<file path="src/rtl/ucr_consts.svh">
`ifndef UCR_CONSTS_SVH
`define UCR_CONSTS_SVH

// Register addresses
`define UCR_A_HOLD     4'h0
`define UCR_A_IER      4'h1
`define UCR_A_ISR      4'h2
`define UCR_A_LCR      4'h3
`define UCR_A_MCR      4'h4
`define UCR_A_LSR      4'h5
`define UCR_A_MSR      4'h6
`define UCR_A_SPR      4'h7
`define UCR_A_FEATURE_CONTROL     4'h8
`define UCR_A_EFR      4'h9
`define UCR_A_TXLVL    4'hA
`define UCR_A_RXLVL    4'hB
`define UCR_A_PAUSE1   4'hC
`define UCR_A_PAUSE2   4'hD
`define UCR_A_RESUME1  4'hE
`define UCR_A_RESUME2  4'hF

// Field positions
`define UCR_LCR_DIVEN  7
`define UCR_EFR_ENH    4
`define UCR_EFR_ACTS   7
`define UCR_EFR_ARTS   6
`define UCR_MCR_LOOP   4
`define UCR_MCR_FSEL   2
`define UCR_DLD_POL    7

// Masks of bits gated by the enhanced enable, plus the ungated MCR spare storage bits
`define UCR_IER_ENH    8'hE0
`define UCR_FCR_ENH    8'h30
`define UCR_MCR_ENH    8'hE0
`define UCR_ISR_ENH    8'h30
`define UCR_MCR_SPARE  8'h0C

// Reset values
`define UCR_RST_BYTE   8'h00

`endif

</file>
<file path="src/rtl/ucr_pkg.sv">
package ucr_pkg;

  typedef struct packed {
    logic       wr;
    logic       rd;
    logic [3:0] addr;
    logic [7:0] wdata;
  } ucr_bus_s;

  typedef struct packed {
    logic [7:0] rx_holding;
    logic [7:0] interrupt_status;
    logic [7:0] line_status;
    logic [7:0] modem_status;
    logic [7:0] tx_fifo_level;
    logic [7:0] rx_fifo_level;
    logic [3:0] flow_events;
  } ucr_stat_s;

  typedef struct packed {
    logic [7:0] tx_holding;
    logic       tx_load;
    logic       rx_unload;
    logic [7:0] fifo_control;
    logic       fifo_write;
    logic [7:0] turnaround_delay_disables;
    logic [7:0] tx_fifo_threshold;
    logic [7:0] rx_fifo_threshold;
    logic [7:0] pause_char_first;
    logic [7:0] pause_char_second;
    logic [7:0] resume_char_first;
    logic [7:0] resume_char_second;
  } ucr_wo_s;

  typedef struct packed {
    logic [7:0] divisor_low;
    logic [7:0] divisor_high;
    logic [7:0] divisor_fraction_modes;
    logic [7:0] interrupt_enable;
    logic [7:0] line_control;
    logic [7:0] modem_control;
    logic [7:0] scratch_pad;
    logic [7:0] feature_control;
    logic [7:0] enhanced_function;
  } ucr_rw_s;

  typedef struct packed {
    logic loopback;
    logic flow_pair_dtr;
    logic auto_cts;
    logic auto_rts;
    logic dir_active_low;
    logic enh_en;
  } ucr_ctl_s;

  typedef struct packed {
    ucr_rw_s    rw;
    ucr_wo_s    wo;
    logic [3:0] flags;
    logic [7:0] rdata;
    ucr_ctl_s   ctl;
  } ucr_state_s;

endpackage

</file>
<file path="src/rtl/ucr_channel_regs.sv">
`timescale 1ns/100ps
`include "ucr_consts.svh"

module ucr_channel_regs (
  // Clock and reset
  input  wire logic                clk,
  input  wire logic                rst_n,
  // Register access from the bridge
  input  wire ucr_pkg::ucr_bus_s   bus,
  output logic [7:0]               rdata,
  // Status from the channel datapath
  input  wire ucr_pkg::ucr_stat_s  stat,
  // Configuration to the channel datapath
  output ucr_pkg::ucr_rw_s         cfg,
  output ucr_pkg::ucr_wo_s         wcfg,
  output ucr_pkg::ucr_ctl_s        ctl
);

  ucr_pkg::ucr_state_s s_q;
  ucr_pkg::ucr_state_s s_d;

  logic       dlab;
  logic       enh;
  logic [7:0] rd_mux;

  assign dlab = s_q.rw.line_control[`UCR_LCR_DIVEN];
  assign enh  = s_q.rw.enhanced_function[`UCR_EFR_ENH];

  // Read multiplexer
  always_comb begin
    rd_mux = `UCR_RST_BYTE;
    unique case (bus.addr)
      `UCR_A_HOLD:    rd_mux = dlab ? s_q.rw.divisor_low
                                    : stat.rx_holding;
      `UCR_A_IER:     rd_mux = dlab ? s_q.rw.divisor_high
                                    : s_q.rw.interrupt_enable;
      `UCR_A_ISR: begin
        if (dlab) begin
          rd_mux = s_q.rw.divisor_fraction_modes;
        end else if (enh) begin
          rd_mux = stat.interrupt_status;
        end else begin
          rd_mux = stat.interrupt_status & ~`UCR_ISR_ENH;
        end
      end
      `UCR_A_LCR:     rd_mux = s_q.rw.line_control;
      `UCR_A_MCR:     rd_mux = s_q.rw.modem_control;
      `UCR_A_LSR:     rd_mux = stat.line_status;
      `UCR_A_MSR:     rd_mux = stat.modem_status;
      `UCR_A_SPR:     rd_mux = s_q.rw.scratch_pad;
      `UCR_A_FEATURE_CONTROL:    rd_mux = s_q.rw.feature_control;
      `UCR_A_EFR:     rd_mux = s_q.rw.enhanced_function;
      `UCR_A_TXLVL:   rd_mux = stat.tx_fifo_level;
      `UCR_A_RXLVL:   rd_mux = stat.rx_fifo_level;
      `UCR_A_PAUSE1:  rd_mux = {4'h0, s_q.flags};
      `UCR_A_PAUSE2,
      `UCR_A_RESUME1,
      `UCR_A_RESUME2: rd_mux = `UCR_RST_BYTE;
    endcase
  end

  always_comb begin
    s_d = s_q;
    s_d.wo.tx_load    = 1'b0;
    s_d.wo.rx_unload  = 1'b0;
    s_d.wo.fifo_write = 1'b0;
    if (bus.rd) begin
      s_d.rdata = rd_mux;
      if (!dlab && bus.addr == `UCR_A_HOLD) begin
        s_d.wo.rx_unload = 1'b1;
      end
    end
    // Set wins over the read clear so no event is lost
    if (bus.rd && bus.addr == `UCR_A_PAUSE1) begin
      s_d.flags = stat.flow_events;
    end else begin
      s_d.flags = s_q.flags | stat.flow_events;
    end
    if (bus.wr) begin
      unique case (bus.addr)
        `UCR_A_HOLD: begin
          if (dlab) begin
            s_d.rw.divisor_low = bus.wdata;
          end else begin
            s_d.wo.tx_holding = bus.wdata;
            s_d.wo.tx_load    = 1'b1;
          end
        end
        `UCR_A_IER: begin
          if (dlab) begin
            s_d.rw.divisor_high = bus.wdata;
          end else if (enh) begin
            s_d.rw.interrupt_enable = bus.wdata;
          end else begin
            s_d.rw.interrupt_enable =
              (s_q.rw.interrupt_enable & `UCR_IER_ENH) |
              (bus.wdata & ~`UCR_IER_ENH);
          end
        end
        `UCR_A_ISR: begin
          if (dlab) begin
            s_d.rw.divisor_fraction_modes = bus.wdata;
          end else begin
            // Gated bits keep their last enhanced value
            s_d.wo.fifo_control = enh ? bus.wdata :
              ((s_q.wo.fifo_control & `UCR_FCR_ENH) |
               (bus.wdata & ~`UCR_FCR_ENH));
            s_d.wo.fifo_write = 1'b1;
          end
        end
        `UCR_A_LCR:     s_d.rw.line_control = bus.wdata;
        `UCR_A_MCR: begin
          s_d.rw.modem_control = enh ? bus.wdata :
            ((s_q.rw.modem_control & `UCR_MCR_ENH) |
             (bus.wdata & ~`UCR_MCR_ENH));
        end
        `UCR_A_LSR:     s_d.rdata = s_q.rdata;
        `UCR_A_MSR: begin
          if (enh) begin
            s_d.wo.turnaround_delay_disables = bus.wdata;
          end
        end
        `UCR_A_SPR:     s_d.rw.scratch_pad = bus.wdata;
        `UCR_A_FEATURE_CONTROL:    s_d.rw.feature_control = bus.wdata;
        `UCR_A_EFR:     s_d.rw.enhanced_function = bus.wdata;
        `UCR_A_TXLVL:   s_d.wo.tx_fifo_threshold = bus.wdata;
        `UCR_A_RXLVL:   s_d.wo.rx_fifo_threshold = bus.wdata;
        `UCR_A_PAUSE1:  s_d.wo.pause_char_first = bus.wdata;
        `UCR_A_PAUSE2:  s_d.wo.pause_char_second = bus.wdata;
        `UCR_A_RESUME1: s_d.wo.resume_char_first = bus.wdata;
        `UCR_A_RESUME2: s_d.wo.resume_char_second = bus.wdata;
      endcase
    end
    // Decoded controls follow the registered state one cycle later
    s_d.ctl.enh_en         = enh;
    s_d.ctl.loopback       = s_q.rw.modem_control[`UCR_MCR_LOOP];
    // Bits 3:2 stay storage; only bit 2 feeds flow pair choice
    s_d.ctl.flow_pair_dtr  = s_q.rw.modem_control[`UCR_MCR_FSEL];
    // Auto flow bits are not among the enhanced-gated bits
    s_d.ctl.auto_cts       = s_q.rw.enhanced_function[`UCR_EFR_ACTS];
    s_d.ctl.auto_rts       = s_q.rw.enhanced_function[`UCR_EFR_ARTS];
    s_d.ctl.dir_active_low =
      s_q.rw.divisor_fraction_modes[`UCR_DLD_POL];
  end

  always_ff @(posedge clk or negedge rst_n) begin
    if (!rst_n) begin
      s_q <= '0;
    end else begin
      s_q <= s_d;
    end
  end

  // Mask follows the enable bit itself, not the lagging decoded copy,
  // so gated bits never leak for a cycle after the enable drops
  always_comb begin
    cfg = s_q.rw;
    if (!enh) begin
      cfg.interrupt_enable = s_q.rw.interrupt_enable & ~`UCR_IER_ENH;
      cfg.modem_control    = s_q.rw.modem_control & ~`UCR_MCR_ENH;
    end
    wcfg = s_q.wo;
    if (!enh) begin
      wcfg.fifo_control = s_q.wo.fifo_control & ~`UCR_FCR_ENH;
    end
  end

  assign rdata = s_q.rdata;
  assign ctl   = s_q.ctl;

endmodule

</file>
<file path="config.mk">
export PLATFORM = sky130hd
export DESIGN_NAME = ucr_channel_regs
export DESIGN_NICKNAME = d
export VERILOG_FILES = /design/src/rtl/ucr_pkg.sv /design/src/rtl/ucr_channel_regs.sv
export VERILOG_INCLUDE_DIRS = /design/src /design/src/rtl
export SDC_FILE = /design/constraint.sdc
export NUM_CORES = 1
export LEC_CHECK = 0
export ABC_AREA = 1
export ABC_CLOCK_PERIOD_IN_PS = 3550
export BUFFER_PORTS_ARGS = -buffer_cell sky130_fd_sc_hd__buf_2
export CORE_ASPECT_RATIO = 1.75
export CORE_MARGIN = 1
export CORE_UTILIZATION = 35
export CTS_BUF_LIST = sky130_fd_sc_hd__clkbuf_4
export CTS_CLUSTER_DIAMETER = 60
export DETAILED_ROUTE_END_ITERATION = 10
export GPL_TIMING_DRIVEN = 0
export PLACE_DENSITY = 0.64
export SLEW_MARGIN = 20
export SYNTH_ARGS = -nofsm -noshare
export SYNTH_HDL_FRONTEND = slang
export SYNTH_SLANG_ARGS = --single-unit
</file>
<file path="constraint.sdc">
create_clock -name clk -period 3.55 [get_ports clk]
set_input_delay 0.355 -clock clk [delete_from_list [all_inputs] [get_ports clk]]
set_output_delay 0.355 -clock clk [all_outputs]
set_load 0.03 [all_outputs]
</file>
Word level (Yosys, flattened, before mapping)
Index checks and enable logic that the tools add are counted.
- bits in registers: 165
- input port bits: 68
- logic and storage cells: 104
- equal/unequal tests: 16
- multiplexer cells: 31
- bitwise operators: 5
- reductions and logical operators: 23
- operators with widths (operator ; number):
    $mux W8 ; 19
    $pmux W8 S14 ; 1
    $mux W57 ; 1
    $eq A4 B4 Y1 const B ; 8
    $reduce_and A2 Y1 ; 11
    $reduce_and A3 Y1 ; 7
    $eq A4 B3 Y1 const B ; 4
    $or A8 B5 Y8 ; 2
    $mux W6 ; 2
    $eq A4 B2 Y1 const B ; 2
    $or A6 B8 Y8 ; 1
    $mux W1 ; 7
    $eq A4 B1 Y1 const B ; 1
    $logic_not A4 Y1 ; 1
    $mux W4 ; 1
    $or A4 B4 Y4 ; 1
    $reduce_or A3 Y1 ; 1
    $logic_and A1 B1 Y1 ; 2
    $ne A2 B2 Y1 const B ; 1
    $logic_not A1 Y1 ; 1
    $not A1 Y1 ; 1

Logic depth before layout (Yosys ltp)
- depth after elaboration: 6
- gate-level depth with buffers: 11
- gate-level depth less buffers: 11

Worst setup path before layout
No wires, ideal clock.
- kind: reg-to-output
- start point: register s_q (netlist bit cfg[4])
- end point: output cfg[29] (netlist bit)
- arrival: 1124 ps
- required time: 3195 ps
- slack: 2071 ps
- stages on the path, launching flop included: 5
- cell sequence: dfrtp_1 > clkbuf_1 > clkbuf_1 > nand2_1 > inv_1
- RTL lines (item ; line ; text):
    start: declaration ; ucr_channel_regs.sv:19 ; ucr_pkg::ucr_state_s s_q;
    start signal: assignment ; ucr_channel_regs.sv:148 ; s_q <= '0;
    start signal: assignment ; ucr_channel_regs.sv:150 ; s_q <= s_d;
    end: declaration ; ucr_channel_regs.sv:14 ; output ucr_pkg::ucr_rw_s cfg,

==> run metrics <==
outcome=complete, no violations; Clock Tree Root=clkbuf_4; PortBufs=227; row count=74; largest net degree at the start of global routing=94; Final Power=5810 uW; WS Path Type=reg -> out; DRT Pass-1 Iters=8; GRT Total Usage=about a quarter; Worst-Skew Late Latency=a little under 0.6 ns; Max Slew Vio Count=0; Placer Congestion=0.955; final WL=27800 um; final setup fails=0; Die Wd=119 um; Post-CTS Setup Inserts=0; warnings from Yosys=0; Final #Nets=approximately 1.3k; Crit. End Element=primary output; area grow syn2layout=22.6%; commonest non-fill, non-tap cell in the layout=nand2_1; count of unique library cells instantiated by Yosys=22; total leakage power=0.00579 uW; Final Cycle Share=74.6%; Worst-Margin Slew=0.746 ns; share of layout cells above drive strength 1=36.0%; Post-Syn Area=slightly above 0.008 mm^2; Seq cells post-synth=165; htree depth=4; Setup crit start kind=flip-flop; Starting Density=between 30% and 40%; Reg clk slew, reported paths=0.13 ns; Post-Syn Instances=about 1.0k; P per Cell Area=569 mW/mm^2; placed inst area=roughly 0.01 mm^2; FMAX=0.377 GHz; vias=7361; Post-DP HPWL=approximately 21000 um; # clock sinks=165; chip height=206 um; layout filler cell count=approximately 2.5k; total grt overflow=0; initial DRC count=460; initial antenna violation count=3; sequential cell area fraction in the yosys report=49.6%; unrepaired setup endpoints after global routing=no; die area=0.0244 mm^2; vias per inst=4.64; Clock Skew=0.0147 ns; TritonCTS Buffers=17; minimum clock period=2.65 ns; Antenna Violating Nets Remaining=0; HP Class=in -> reg; CTS tree=done; number of global-route vias before repair=7284; # IOs=about 230; required time of the critical path=3.19 ns; Avg Synthesized Cell Area=8.18 um^2; clk buf depth=2; crit path max fanout=10; Final Hold Viols=0; syn nets=1085; headroom to the max-slew limit=50.3%; WL/cell=17.5 um; Design Area, Final=around 0.010 mm^2; most frequent cells in the layout=nand2_1 (358), buf_2 (244), dfrtp_1 (165), buf_4 (157), o21ai_0 (143); CP arrival=2.29 ns; Core Footprint=0.0233 mm^2; first-pass GRT wire length=41600 um; drt drc=0; Worst VDD drop=0.000406 V; Max Cap Viol=0
[routing by layer]
layer | GRT usage (%) | wire length (um)
met1 | 24.8 | 10200
met2 | 42.3 | 14700
met3 | 4.80 | 1460
met4 | 14.2 | 1430
met5 | 0 | 13
[stage by stage]
stage,setup slack [ns],std cells,hold slack (ns),TNS [ns],utilization [%]
2_1_floorplan,2.07,1017,0.0594,0,-
3_3_place_gp,-0.447,1548,0.420,-69.89,42.1
3_5_place_dp,1.54,1549,0.359,0,42.3
4_1_cts,0.863,1586,0.00717,0,43.7
5_1_grt,0.728,1588,0.0139,0,43.7
6_report,0.901,1588,0.0423,0,43.7
[critical path, stage by stage (launching register included)]
cell	delay (ns)
dfrtp_1	0.41
clkbuf_1	0.39
clkbuf_1	0.43
nand2_1	0.20
inv_1	0.08
buf_2	0.19
[repair_timing]
item                                    4_1_cts  5_1_grt
endpoints found under the hold margin        76        0
hold buffers                                  5        0
endpoints found under the setup margin        0        0
resized for setup                             0        0
[power by group]
group          switching (uW)  internal (uW)
combinational            1350            847
clock                     690            418
sequential                277           2230
[synth_stat cells]
library cell	instances	area (um^2)
buf_6	1	11.3
nand2_1	358	1340
nor2_4	4	45.0
inv_2	7	26.3
nand4_1	3	18.8
nor3_1	6	30.0
nand2_4	1	11.3
nand3_2	1	10.0
o21ai_0	143	716
nand2_2	7	43.8
nor2_2	7	43.8
nor2_1	26	97.6
nor3b_1	1	7.51
clkbuf_1	16	60.1
inv_1	37	139
buf_2	18	90.1
dfrtp_1	165	4130
o21ai_1	3	15.0
nand3_1	44	220
o21bai_1	4	30.0
buf_4	157	1180
a31oi_1	8	50.1
[registers in the layout, indices dropped and copies added, names as in the netlist]
name and count:
wcfg 67, s_d 2, s_q 26, rdata 8, ctl 6, cfg 56
[path summary, 6_finish.rpt]
path,to,depth (start not counted),slack [ns],start
max,cfg[31],5,0.90,cfg[4]
min,wcfg[65],3,0.04,bus[12]
max reg2reg,rdata[0],10,1.84,cfg[39]
min reg2reg,ctl[0],0,0.45,cfg[4]
max in group asynchronous,cfg[68],3,2.37,rst_n
min in group asynchronous,s_q[76],2,0.31,rst_n
[area by class of cell]
class | instances | area (um^2) | share of cell area, %
repair buffers | 233 | 1220 | 12.0
inverters | 44 | 165 | 1.62
diodes | 2 | 5.00 | 0.0491
multi-input cells | 616 | 2680 | 26.3
well taps | 304 | 380 | 3.73
clock inverters | 14 | 136 | 1.34
clock buffers | 18 | 135 | 1.33
plain buffers | 192 | 1340 | 13.1
flip-flops and latches | 165 | 4130 | 40.5
[cells by family (layout without fill, tap and decap cells)]
group	after synthesis	count (layout)	synth area share (%)
simple gates	458	458	22.5
flops	165	165	49.6
compound gates	158	158	9.75
other cells	0	2	0
buf+inv	236	501	18.1
(Power assumes the default switching activity.)
